File: config.mk
export PLATFORM = sky130hd
export DESIGN_NAME = ecp_top
export DESIGN_NICKNAME = d
export VERILOG_FILES = /design/src/hdl/ecp_pkg.sv /design/src/hdl/ecp_if.sv /design/src/hdl/ecp_timebase.sv /design/src/hdl/ecp_deadband.sv /design/src/hdl/ecp_top.sv
export VERILOG_INCLUDE_DIRS = /design/src /design/src/hdl
export SDC_FILE = /design/constraint.sdc
export NUM_CORES = 1
export LEC_CHECK = 0
export ABC_CLOCK_PERIOD_IN_PS = 5300
export BUFFER_PORTS_ARGS = -buffer_cell sky130_fd_sc_hd__buf_2
export CORE_MARGIN = 4
export CORE_UTILIZATION = 45
export DETAILED_ROUTE_END_ITERATION = 8
export GPL_TIMING_DRIVEN = 0
export PLACE_DENSITY = 0.72
export SETUP_SLACK_MARGIN = 0.1
export SYNTH_ARGS = -nofsm -noshare
export SYNTH_HDL_FRONTEND = slang
export SYNTH_SLANG_ARGS = --single-unit
File: constraint.sdc
create_clock -name clk_i -period 5.3 [get_ports clk_i]
set_input_delay 0.795 -clock clk_i [delete_from_list [all_inputs] [get_ports clk_i]]
set_output_delay 0.795 -clock clk_i [all_outputs]
set_load 0.01 [all_outputs]
File: src/hdl/ecp_defs.svh
`ifndef ECP_DEFS_SVH
`define ECP_DEFS_SVH
`define ECP_CLK_PERIOD_NS 40
`define ECP_TCY_NS 160
`define ECP_CLK_PER_TCY (`ECP_TCY_NS / `ECP_CLK_PERIOD_NS)
`define ECP_CFG_MSB 7
`define ECP_CFG_LSB 6
`define ECP_DUTY_LO_MSB 5
`define ECP_DUTY_LO_LSB 4
`define ECP_MODE_MSB 3
`define ECP_MODE_LSB 0
`define ECP_MODE_PWM 2'h3
`define ECP_MODE_CMP 2'h2
`define ECP_MODE_TRIG 4'hb
`define ECP_CFG_SINGLE 2'h0
`define ECP_CFG_HALF 2'h2
`define ECP_CFG_FWD 2'h1
`define ECP_CFG_REV 2'h3
`define ECP_PS_DIV1 2'h0
`define ECP_PS_DIV4 2'h1
`define ECP_RST_DUTY 10'h000
`define ECP_RST_DELAY 7'h00
`endif

File: src/hdl/ecp_pkg.sv
package ecp_pkg;
   typedef enum logic [2:0] {
      st_idle = 3'h1,
      st_wait = 3'h2,
      st_run = 3'h4
   } ecp_state_t;
   typedef struct packed {
      logic [1:0] q;
      logic [3:0] pre;
      logic [7:0] tmr;
      logic period_start;
   } ecp_tb_state_t;
   typedef struct packed {
      logic [1:0][8:0] cnt;
      logic [1:0] prev;
      logic [1:0] out;
   } ecp_db_state_t;
   typedef struct packed {
      ecp_state_t st;
      logic [1:0] rs1;
      logic [1:0] rs2;
      logic [1:0] cfg;
      logic [1:0] pol;
      logic tsel;
      logic [9:0] duty;
      logic [6:0] dly;
      logic pwm_on;
      logic match_prev;
      logic [3:0] outs;
      logic plain_pin;
      logic cmp_flag;
      logic clr_first;
      logic clr_second;
      logic adc_start;
   } ecp_top_state_t;
endpackage: ecp_pkg

File: src/hdl/ecp_if.sv
`timescale 1ns/100ps
interface ecp_tb_if;
   logic [7:0] period;
   logic [1:0] prescale;
   logic [7:0] tmr;
   logic [1:0] fine;
   logic period_start;
   modport tb (input period, input prescale, output tmr, output fine, output period_start);
   modport user (output period, output prescale, input tmr, input fine, input period_start);
endinterface: ecp_tb_if

interface ecp_db_if;
   logic level;
   logic [6:0] delay;
   logic out_a;
   logic out_b;
   modport db (input level, input delay, output out_a, output out_b);
   modport user (output level, output delay, input out_a, input out_b);
endinterface: ecp_db_if

File: src/hdl/ecp_timebase.sv
`timescale 1ns/100ps
`include "ecp_defs.svh"
module ecp_timebase (
   input wire logic clk_i,
   input wire logic rst_i,
   ecp_tb_if.tb tb
);
   ecp_pkg::ecp_tb_state_t s;
   ecp_pkg::ecp_tb_state_t next_s;
   logic q_last;
   logic pre_last;

   // No postscaler here: it never shapes the period
   always_comb
   begin
      next_s = s;
      q_last = (s.q == 2'(`ECP_CLK_PER_TCY - 1));
      case (tb.prescale)
         `ECP_PS_DIV1: pre_last = 1'b1;
         `ECP_PS_DIV4: pre_last = (s.pre[1:0] == 2'h3);
         default: pre_last = (s.pre == 4'hf);
      endcase
      next_s.q = s.q + 2'h1;
      next_s.period_start = 1'b0;
      if (q_last)
      begin
         next_s.pre = pre_last ? 4'h0 : s.pre + 4'h1;
         if (pre_last)
         begin
            next_s.period_start = (s.tmr == tb.period);
            next_s.tmr = next_s.period_start ? 8'h00 : s.tmr + 8'h01;
         end
      end
   end

   always_ff @(posedge clk_i or posedge rst_i)
   begin
      if (rst_i)
         s <= '0;
      else
         s <= next_s;
   end

   assign tb.tmr = s.tmr;
   assign tb.period_start = s.period_start;
   // Quarter phase at prescale 1, prescaler bits otherwise
   assign tb.fine = (tb.prescale == `ECP_PS_DIV1) ? s.q :
      (tb.prescale == `ECP_PS_DIV4) ? s.pre[1:0] : s.pre[3:2];
endmodule: ecp_timebase

File: src/hdl/ecp_deadband.sv
`timescale 1ns/100ps
module ecp_deadband (
   input wire logic clk_i,
   input wire logic rst_i,
   ecp_db_if.db db
);
   ecp_pkg::ecp_db_state_t s;
   ecp_pkg::ecp_db_state_t next_s;
   logic [1:0] src;
   logic [8:0] load;

   // Channel 0 follows the level, channel 1 its complement
   always_comb
   begin
      next_s = s;
      load = {db.delay, 2'h0};
      src = {~db.level, db.level};
      for (int i = 0; i < 2; i++)
      begin
         next_s.prev[i] = src[i];
         if (src[i] && !s.prev[i])
            next_s.cnt[i] = load;
         else if (s.cnt[i] != 9'h000)
            next_s.cnt[i] = s.cnt[i] - 9'h001;
         // Falling before the count ends leaves it off all cycle
         next_s.out[i] = src[i] && (next_s.cnt[i] == 9'h000);
      end
   end

   always_ff @(posedge clk_i or posedge rst_i)
   begin
      if (rst_i)
         s <= '0;
      else
         s <= next_s;
   end

   assign db.out_a = s.out[0];
   assign db.out_b = s.out[1];
endmodule: ecp_deadband

File: src/hdl/ecp_top.sv
// Functional notes
// - Compare uses first/second compare timer; PWM uses one of two PWM timers.
// - Trigger compare mode pulses a hardware trigger on compare equal timer.
// - Units one and two clear the selected compare timer on trigger.
// - Unit two trigger also starts a conversion when converter enabled.
// - Unit three and plain units treat trigger mode as software flag mode.
// - Unit two trigger clears timer without raising that timer's flag.
// - Four outputs with selectable polarity; config bits 7:6, mode bits 3:0.
// - PWM controls double-buffered, loaded only at period boundary, except dead-band delay.
// - Dead-band copy loads at duty boundary or period boundary, earliest.
// - PWM starts only after its timer resets, one cycle late.
// - Period is (limit plus one) times four clocks times prescale.
// - At limit match timer clears, output sets unless zero duty, duty copied.
// - Postscaler has no effect on PWM frequency.
// - Duty is ten bits: eight upper bits plus control bits 5:4.
// - Duty writes any time; copied at period match; buffer read-only.
// - Output clears when duty buffer equals timer with two fine bits.
// - Duty beyond period keeps output set all cycle.
// - Config 00 single, 10 half, 01 full forward, 11 full reverse.
// - Unit three quad mode overrides plain unit pin with output D.
// - Half-bridge drives PWM on A and complement on B.
// - Forward: A active, D modulated. Reverse: C active, B modulated.
// - Dead-band delays inactive-to-active edges; too long stays inactive.
// - Relocated outside microcontroller mode, units one and three single only.
`timescale 1ns/100ps
`include "ecp_defs.svh"
module ecp_top #(
   parameter int unsigned UNIT_ID = 1
) (
   input wire logic clk_i,
   input wire logic rst_i,
   input wire logic [7:0] pwm_control_reg_i,
   input wire logic [7:0] duty_upper_write_reg_i,
   input wire logic [7:0] period_limit_reg_i,
   input wire logic [7:0] period_limit_alt_i,
   input wire logic [1:0] pwm_prescale_select_i,
   input wire logic [1:0] alt_prescale_select_i,
   input wire logic timer_select_control_i,
   input wire logic [6:0] deadband_delay_reg_i,
   input wire logic [15:0] compare_reg_i,
   input wire logic [15:0] first_compare_time_base_i,
   input wire logic [15:0] second_compare_time_base_i,
   input wire logic compare_timer_sel_i,
   input wire logic adc_enable_i,
   input wire logic output_relocate_select_i,
   input wire logic micro_mode_i,
   input wire logic plain_unit_pin_i,
   output logic output_a_o,
   output logic output_b_o,
   output logic output_c_o,
   output logic output_d_o,
   output logic plain_pin_o,
   output logic compare_flag_o,
   output logic clear_first_o,
   output logic clear_second_o,
   output logic adc_start_o,
   output logic [9:0] duty_shadow_buffer_o
);
   ecp_pkg::ecp_top_state_t s;
   ecp_pkg::ecp_top_state_t next_s;
   ecp_tb_if tbs[2] ();
   ecp_db_if db ();
   logic [3:0] mode;
   logic is_pwm;
   logic single_only;
   logic trig_unit;
   logic sel_ps;
   logic [9:0] sel_count;
   logic [9:0] duty_in;
   logic [1:0] cfg_in;
   logic [15:0] cmp_base;
   logic cmp_match;
   logic cmp_hit;
   logic cmp_trig;
   logic duty_edge;
   logic [3:0] pol_mask;

   function automatic logic [3:0] drive_map(
      input logic [1:0] cfg,
      input logic mod_a,
      input logic mod_b
   );
      case (cfg)
         `ECP_CFG_SINGLE: drive_map = {3'h0, mod_a};
         `ECP_CFG_HALF: drive_map = {2'h0, mod_b, mod_a};
         `ECP_CFG_FWD: drive_map = {mod_a, 2'h0, 1'b1};
         default: drive_map = {1'b0, 1'b1, mod_a, 1'b0};
      endcase
   endfunction: drive_map

   genvar g;
   generate
      for (g = 0; g < 2; g++)
      begin : g_tb
         ecp_timebase u_tb (
            .clk_i(clk_i),
            .rst_i(rst_i),
            .tb(tbs[g])
         );
      end
   endgenerate

   ecp_deadband u_db (
      .clk_i(clk_i),
      .rst_i(rst_i),
      .db(db)
   );

   assign tbs[0].period = period_limit_reg_i;
   assign tbs[0].prescale = pwm_prescale_select_i;
   assign tbs[1].period = period_limit_alt_i;
   assign tbs[1].prescale = alt_prescale_select_i;

   // PWM time base is one of two timers
   assign sel_ps = s.tsel ? tbs[1].period_start : tbs[0].period_start;
   assign sel_count = s.tsel ? {tbs[1].tmr, tbs[1].fine} : {tbs[0].tmr, tbs[0].fine};

   assign mode = pwm_control_reg_i[`ECP_MODE_MSB:`ECP_MODE_LSB];
   assign is_pwm = (mode[3:2] == `ECP_MODE_PWM);
   assign duty_in = {duty_upper_write_reg_i,
      pwm_control_reg_i[`ECP_DUTY_LO_MSB:`ECP_DUTY_LO_LSB]};
   // Pin straps are read only after the two-stage synchroniser
   assign single_only = (UNIT_ID == 1 || UNIT_ID == 3) && s.rs2[1] && !s.rs2[0];
   assign cfg_in = single_only ? `ECP_CFG_SINGLE :
      pwm_control_reg_i[`ECP_CFG_MSB:`ECP_CFG_LSB];
   assign pol_mask = {s.pol[0], s.pol[1], s.pol[0], s.pol[1]};

   // Compare time base is the first or second compare timer
   assign cmp_base = compare_timer_sel_i ? second_compare_time_base_i :
      first_compare_time_base_i;
   assign cmp_match = (cmp_base == compare_reg_i);
   // Edge only: the timer may sit on the value for many cycles
   assign cmp_hit = cmp_match && !s.match_prev && (mode[3:2] == `ECP_MODE_CMP) &&
      (s.st == ecp_pkg::st_idle);
   assign trig_unit = (UNIT_ID == 1 || UNIT_ID == 2);
   assign cmp_trig = cmp_hit && (mode == `ECP_MODE_TRIG) && trig_unit;

   // Duty boundary: the count reaches the buffered duty
   assign duty_edge = (s.st == ecp_pkg::st_run) && !sel_ps && (sel_count == s.duty);

   assign db.level = s.pwm_on;
   // Dead band only applies to half-bridge operation
   assign db.delay = (s.cfg == `ECP_CFG_HALF) ? s.dly : `ECP_RST_DELAY;

   always_comb
   begin
      next_s = s;
      next_s.rs1 = {output_relocate_select_i, micro_mode_i};
      next_s.rs2 = s.rs1;
      next_s.match_prev = cmp_match;
      // Both compare flavours raise the unit's own flag
      next_s.cmp_flag = cmp_hit;
      // Timer clear carries no timer flag; that flag lives elsewhere
      next_s.clr_first = cmp_trig && !compare_timer_sel_i;
      next_s.clr_second = cmp_trig && compare_timer_sel_i;
      next_s.adc_start = cmp_trig && (UNIT_ID == 2) && adc_enable_i;
      case (s.st)
         ecp_pkg::st_idle:
         begin
            next_s.pwm_on = 1'b0;
            next_s.outs = 4'h0;
            if (is_pwm)
            begin
               next_s.st = ecp_pkg::st_wait;
               next_s.tsel = timer_select_control_i;
               next_s.cfg = cfg_in;
               next_s.pol = mode[1:0];
            end
         end
         ecp_pkg::st_wait:
         begin
            next_s.pwm_on = 1'b0;
            next_s.outs = pol_mask;
            if (!is_pwm)
               next_s.st = ecp_pkg::st_idle;
            else if (sel_ps)
            begin
               // Waiting for the reset costs up to one PWM period
               next_s.st = ecp_pkg::st_run;
               next_s.cfg = cfg_in;
               next_s.pol = mode[1:0];
               next_s.duty = duty_in;
               next_s.dly = deadband_delay_reg_i;
               next_s.pwm_on = (duty_in != `ECP_RST_DUTY);
            end
         end
         ecp_pkg::st_run:
         begin
            next_s.outs = drive_map(s.cfg, db.out_a, db.out_b) ^ pol_mask;
            if (!is_pwm)
            begin
               next_s.st = ecp_pkg::st_idle;
               next_s.pwm_on = 1'b0;
            end
            else if (sel_ps)
            begin
               // Working copies except the dead-band delay change only here, so no glitch
               next_s.tsel = timer_select_control_i;
               next_s.cfg = cfg_in;
               next_s.pol = mode[1:0];
               next_s.duty = duty_in;
               next_s.dly = deadband_delay_reg_i;
               next_s.pwm_on = (duty_in != `ECP_RST_DUTY);
            end
            else if (duty_edge)
            begin
               // Duty past the period never matches, so stays set
               next_s.pwm_on = 1'b0;
               next_s.dly = deadband_delay_reg_i;
            end
         end
         default:
         begin
            next_s.st = ecp_pkg::st_idle;
            next_s.pwm_on = 1'b0;
            next_s.outs = 4'h0;
         end
      endcase
      // Quad mode on unit three takes the plain unit's pin
      if ((UNIT_ID == 3) && (s.st != ecp_pkg::st_idle) && is_pwm && s.cfg[0])
         next_s.plain_pin = next_s.outs[3];
      else
         next_s.plain_pin = plain_unit_pin_i;
   end

   always_ff @(posedge clk_i or posedge rst_i)
   begin
      if (rst_i)
      begin
         s <= '0;
         s.st <= ecp_pkg::st_idle;
      end
      else
         s <= next_s;
   end

   assign output_a_o = s.outs[0];
   assign output_b_o = s.outs[1];
   assign output_c_o = s.outs[2];
   assign output_d_o = s.outs[3];
   assign plain_pin_o = s.plain_pin;
   assign compare_flag_o = s.cmp_flag;
   assign clear_first_o = s.clr_first;
   assign clear_second_o = s.clr_second;
   assign adc_start_o = s.adc_start;
   // Read-only copy for software
   assign duty_shadow_buffer_o = s.duty;
endmodule: ecp_top

==> impl_metrics.ini, run 1 <==
[run_status]
status = completed

[global_routing]
grt_pass1_vias = 4202
grt_max_degree = 48
antenna_found_initial = 0
grt.total_usage = 0.1835
globalRouteOverflowTotal = 0
grt_pass1_wl_um = 19430

[floorplan]
fp-row-count = 38
initial_core_util = 0.4645
die_h_um = 114.5
core-area_um2 = 10980
die-area_um2 = 13100
die_w_um = 114.5
num_io_pins = 118

[setup_path]
crit_start = s[28]
crit_type = reg -> reg
rrSetupSlack_ns = 2.56
cpMostUsedCell = buf_2
cpPeakStageDelay_ns = 0.47
crit_family = multiplexers
cp_slowest_cell = nor4_1
required_ns = 5.52
critPathBufInv = 2
ff2ff_path_depth = 8
critPathArrivalTime_ns = 2.96
crit_chain = buf_2, buf_2, mux2i_1, xor2_1, nand2_1, nor4_1, a41oi_2, mux2_2
r2r_end = s[17]
crit_path_start_kind = flop
r2r-start = s[28]
endpoint_kind = flop
path_max_fanout = 10

[timing]
skew_ns = 0.008448
slew_violations = 0
fmax_ghz = 0.3645
tightest_slew_ns = 0.6615
setup_viol = 0
rsz0062_at_grt = no
fin_setup_tns_ns = 0
hold_viol = 0
fin_crit_sh = 0.5176
finalHoldWorstSlack_ns = 0.3518
fin_crit_ns = 2.743
slew_headroom = 0.5550

[yosys]
synth_adder_area_share = 0.01962
synth_fp_nets = 608
synth_flop_cell = dfrtp_1
synth_xor_area_frac = 0.1065
synth_area_um2 = 5101
synth.distinct_cells = 53
synthSimpleGateAreaFrac = 0.1611
synth_compound_area_frac = 0.1052
synth_mux_area_frac = 0.1195
synth_seq_cells = 91
yosysWarnings = 0
synth_edf_count = 0
syn_area_per_cell_um2 = 10.18
synthCells = 501
seq_area_frac_synth = 0.4467
synth_top_family_by_area = simple AND/OR/NAND/NOR gates
async_reset_ff_frac = 1.000

[clocking]
htree_num_levels = 3
cts.sinks = 91
root_buffer = clkbuf_16
cts_setup_buffers = 0
numCtsBuffers = 9
cts_max_path_buffers = 2
cts_tree = built
cts_resized = 0
clk_pin_slew_ns = 0.06
cts_hold_buf = 0
clkLatencyLatePin_ns = 0.34

[cells_and_area]
drive_above_1_share = 0.2801
antenna_cells = 0
fin_nets = 734
fillers = 954
seqCellArea_um2 = 2278
multi_input_area_um2 = 2615
syn2layout_area_growth_pct = 21.22

[place]
gp_congestion = 0.8868
port_buffers = 114
dpl.hpwl_um = 9063

[drt]
wirelength_um = 11750
remaining_drc_errors = 0
drtPass1Iterations = 4
vias = 4158
ant_nets = 0
drt_iter0_markers = 225
vias_per_cell = 5.386
wl_per_cell_um = 15.22

[hold_path]
hold_path_depth = 0
min_path_type = reg -> reg
hold_path_end = s[34]
min-delay-start = next_s[34]

[power]
peakVddDrop_uv = 187.6
powerDensity_nw_per_um2 = 367.1
power_leakage_nw = 2.960

[job]
cap_violations = 0
-- sequential cells by signal, summed over array words and instances, names as in the netlist, 2 cells and up --
signal	cells
next_s	2
g_tb.u_tb.s	12
g_tb.u_tb.tb.period_start	2
duty_shadow_buffer_o	10
pol_mask	2
g_tb.u_tb.tb.tmr	16
u_db.s	20
s	16
-- report_power, final --
part / switching (mW) / internal, mW
combinational: 0.332 / 0.298
sequential: 0.160 / 0.825
clock: 0.262 / 0.393
total: 0.754 / 1.52
-- metrics by stage --
| step | cells | cell area (um^2) | utilization | setup slack [ns] | power (mW) |
|---|---|---|---|---|---|
| global route | 772 | 6183 | 0.5630 | 2.407 | 2.413 |
| CTS | 772 | 6183 | 0.5630 | 2.557 | 2.284 |
| floorplan | 501 | 5101 | - | 2.143 | 1.433 |
| detailed placement | 756 | 5877 | 0.5351 | 2.366 | 1.620 |
| finish | 772 | 6183 | 0.5630 | 2.557 | 2.270 |
| global placement | 755 | 5847 | 0.5324 | 1.049 | 1.585 |
-- cell families (layout without fill, tap and decap cells) --
kind of cell,count (synthesis),count (layout)
simple gates,152,152
flops,91,91
buf+inv,43,174
xor+xnor,62,62
other cells,1,1
mux,58,58
fa+ha+maj,8,8
compound gates,86,86
-- cell type report --
cell class                      count  share of cell area
Timing Repair Buffer              115             0.09672
Tap cell                          140             0.02833
Sequential cell                    91              0.3685
Clock inverter                      3            0.007487
Multi-Input combinational cell    367              0.4229
Buffer                             25             0.02266
Inverter                           18             0.01133
Clock buffer                       13             0.04209
-- metal layers --
metal / up-vias / wire (um) / part of all wire / GRT usage
met4: 0 / 163 / 0.014 / 0.06255
met3: 16 / 550 / 0.047 / 0.03647
met5: - / 0 / 0 / 0
li1: 2022 / - / - / -
met1: 2012 / 5044 / 0.43 / 0.2336
met2: 108 / 5995 / 0.51 / 0.3116
-- worst register-to-register path: stages (launching register included) --
cell	delay (ns)
dfrtp_1	0.32
buf_2	0.20
buf_2	0.29
mux2i_1	0.29
xor2_1	0.19
nand2_1	0.08
nor4_1	0.47
a41oi_2	0.41
mux2_2	0.38
-- synth_stat cells (all sizes together) (2+ instances only) --
| library cell | instances | area (um^2) |
|---|---|---|
| nand2 | 33 | 123.9 |
| mux2i | 35 | 350.3 |
| inv | 18 | 67.56 |
| nor3b | 2 | 15.01 |
| xnor2 | 34 | 297.8 |
| and3 | 8 | 50.05 |
| or3 | 4 | 25.02 |
| nor2 | 33 | 126.4 |
| dfrtp | 90 | 2252 |
| a31oi | 6 | 37.54 |
| o31ai | 3 | 22.52 |
| nor3 | 6 | 35.03 |
| nand4 | 6 | 37.54 |
| nor4b | 2 | 32.53 |
| ha | 8 | 100.1 |
| nor2b | 7 | 43.79 |
| a21oi | 22 | 110.1 |
| or4 | 4 | 33.78 |
| buf | 15 | 102.6 |
| o21ba | 2 | 20.02 |
| nand3 | 14 | 70.07 |
| nand2b | 8 | 50.05 |
| clkbuf | 10 | 37.54 |
| a211oi | 3 | 22.52 |
| mux2 | 23 | 259.0 |
| o211ai | 5 | 37.54 |
| and4 | 3 | 26.28 |
| o22ai | 4 | 25.02 |
| nor4 | 19 | 125.1 |
| xor2 | 28 | 245.2 |
| o21ai | 29 | 145.1 |
| a21boi | 2 | 15.01 |
-- how the worst max path moves through the flow --
stage,to,depth (start not counted)
finish,s[17],8
floorplan,clear_first_o,1
global route,s[17],8
CTS,s[17],8
detailed placement,clear_second_o,8
global placement,next_s[33],2
-- cells in the final DEF (no fill, tap or decap), types with 2 or more instances in the layout --
cell type,n
buf_2,118
dfrtp_1,90
mux2i_1,35
xnor2_1,34
nand2_1,33
nor2_1,32
o21ai_0,29
xor2_1,28
mux2_2,23
a21oi_1,22
nor4_1,18
inv_1,17
nand3_1,14
clkbuf_1,12
buf_4,11
clkbuf_16,9
nand2b_1,8
and3_1,8
ha_1,8
nor2b_1,7
nand4_1,6
a31oi_1,6
nor3_1,5
o211ai_1,5
o22ai_1,4
or3_1,4
a211oi_1,3
or4_1,3
o31ai_1,3
and4_1,3
a21boi_0,2
o21ba_2,2
nor3b_1,2
clkbuf_8,2
Note: power is estimated with default switching activity, not from simulation.
==> run 2: changes to the inputs <==
--- a/config.mk
+++ b/config.mk
@@ -6,13 +6,13 @@
 export SDC_FILE = /design/constraint.sdc
 export NUM_CORES = 1
 export LEC_CHECK = 0
-export ABC_CLOCK_PERIOD_IN_PS = 5300
+export ABC_CLOCK_PERIOD_IN_PS = 2500
 export BUFFER_PORTS_ARGS = -buffer_cell sky130_fd_sc_hd__buf_2
 export CORE_MARGIN = 4
 export CORE_UTILIZATION = 45
 export DETAILED_ROUTE_END_ITERATION = 8
 export GPL_TIMING_DRIVEN = 0
-export PLACE_DENSITY = 0.72
+export PLACE_DENSITY = 0.74
 export SETUP_SLACK_MARGIN = 0.1
 export SYNTH_ARGS = -nofsm -noshare
 export SYNTH_HDL_FRONTEND = slang
==> constraint.sdc (replaced) <==
create_clock -name clk_i -period 2.5 [get_ports clk_i]
set_input_delay 0.375 -clock clk_i [delete_from_list [all_inputs] [get_ports clk_i]]
set_output_delay 0.375 -clock clk_i [all_outputs]
set_load 0.01 [all_outputs]
==> run 2 against run 1 <==
Compared with the run above: global-route usage grew 1.0 points; non-clock buffer count rose by 15; maximum frequency is 13% higher; first-iteration DRC count grew 16%; core utilization grew 3.0 points; clock skew increased by 0.0052 ns; critical path depth up 2; critical path type unchanged; power up 130%; clock-buffer cell count fell by 4.
==> impl_metrics.ini, run 2 (synthesis results as in run 1) <==
[run_status]
status = completed

[setup_path]
required_ns = 2.74
critPathArrivalTime_ns = 2.67
endpoint_kind = flop
path_max_fanout = 3
crit_path_start_kind = flop
crit_type = reg -> reg

[place]
place_area_um2 = 5891
dpl.hpwl_um = 9312
port_buffers = 114
gp_congestion = 0.8540
place_ws_ns = -0.2355

[clocking]
cts.sinks = 91
cts_tree = built
numCtsBuffers = 9
cts_hold_buf = 0
clkLatencyLatePin_ns = 0.35
clk_pin_slew_ns = 0.07
cts_max_path_buffers = 2
root_buffer = clkbuf_16
htree_num_levels = 3

[floorplan]
initial_core_util = 0.4645
die-area_um2 = 13100
core-area_um2 = 10980
die_h_um = 114.5
num_io_pins = 118
fp-row-count = 38
die_w_um = 114.5

[global_routing]
globalRouteOverflowTotal = 0
grt.total_usage = 0.1935
grt_max_degree = 42
grt_pass1_vias = 4222
grt_pass1_wl_um = 20210
antenna_found_initial = 0

[drt]
vias_per_cell = 5.390
remaining_drc_errors = 0
vias = 4242
ant_nets = 0
drt_iter0_markers = 261
drtPass1Iterations = 4
wl_per_cell_um = 16.17
wirelength_um = 12730

[cells_and_area]
layout_commonest_cell = buf_2
final_cell_mix = 116 x buf_2, 88 x dfrtp_1, 35 x mux2i_1
antenna_cells = 0
largest_register_ffs = 20
top_register = u_db.s
syn2layout_area_growth_pct = 27.69
fin_nets = 749
fin_area_um2 = 6514
drive_above_1_share = 0.3354
final_util = 0.5931

[timing]
skew_ns = 0.01363
fmax_ghz = 0.4122
setup_viol = 0
hold_viol = 0
fin_crit_ns = 2.426
slew_headroom = 0.5800
setup_slack_ns = 0.07404
tightest_slew_ns = 0.6142
slew_violations = 0
fin_crit_sh = 0.9704
rsz0062_at_grt = yes

[power]
powerDensity_nw_per_um2 = 815.0
power_leakage_nw = 3.085
peakVddDrop_uv = 558.1
p_total_mw = 5.309

[hold_path]
min_path_type = in -> async

[job]
cap_violations = 0
==> run 2: cell types whose count changed in the layout (fill, tap and decap cells not counted), sizes merged <==
| cell | previous run | this run |
|---|---|---|
| clkinvlp | 1 | 3 |
| buf | 130 | 144 |
| inv | 18 | 19 |
| bufinv | 1 | 2 |
| clkbuf | 23 | 20 |
==> run 2: final cells by class <==
type                       count  area, um^2
clock buffer                   9       225.2
fill                         892        4469
buffer                        25       157.7
clock inverter                 7       97.59
tap                          140       175.2
timing repair buffer         130       715.7
multi-input combinational    367        2790
sequential                    91        2281
inverter                      18       71.32
==> run 2: power by group <==
part	internal (mW)	switching, mW	total [mW]
Sequential	1.75	0.336	2.09
Clock	0.881	0.590	1.47
Combinational	0.831	0.918	1.75
Total	3.46	1.84	5.31
==> run 2: through the flow <==
| stage | TNS [ns] | cells | hold WS, ns |
|---|---|---|---|
| 2_1_floorplan | 0 | 501 | 0.3312 |
| 3_3_place_gp | -1.199 | 755 | 0.3358 |
| 3_5_place_dp | -1.924 | 757 | 0.3379 |
| 4_1_cts | 0 | 782 | 0.05480 |
| 5_1_grt | 0 | 787 | 0.06821 |
| 6_report | 0 | 787 | 0.04076 |
==> run 2: final timing paths <==
kind | from | end | slack, ns | cells after the start
min reg2reg | next_s[33] | s[33] | 0.35 | 0
max | u_db.s[4] | u_db.db.out_a | 0.07 | 10
min | rst_i | g_tb[0].u_tb.s[14] | 0.04 | 2
max in group asynchronous | rst_i | s[37] | 1.60 | 4
max reg2reg | u_db.s[4] | u_db.db.out_a | 0.07 | 10
min in group clk_i | micro_mode_i | next_s[33] | 0.13 | 1
==> run 2: critical path, cell delays in order (launching register included) <==
cell and delay, ns:
dfrtp_2 0.41, inv_2 0.07, ha_4 0.11, or4b_4 0.46, nand2b_1 0.17, clkbuf_8 0.17, buf_4 0.14, nand2b_4 0.07
a31oi_4 0.10, nor4_4 0.34, nor4bb_4 0.28
==> run 2: repair_timing <==
action                                  4_1_cts  5_1_grt
endpoints found under the setup margin       18       19
pin swaps                                     7        7
gates resized for setup                      19       23
setup buffers                                 9        5
==> run 2: metal layers <==
metal	up-vias	GRT usage	wire, um
li1	2066	-	-
met1	2043	0.2483	5385
met2	115	0.3217	6550
met3	18	0.04651	587
met4	0	0.06334	205
met5	-	0	0
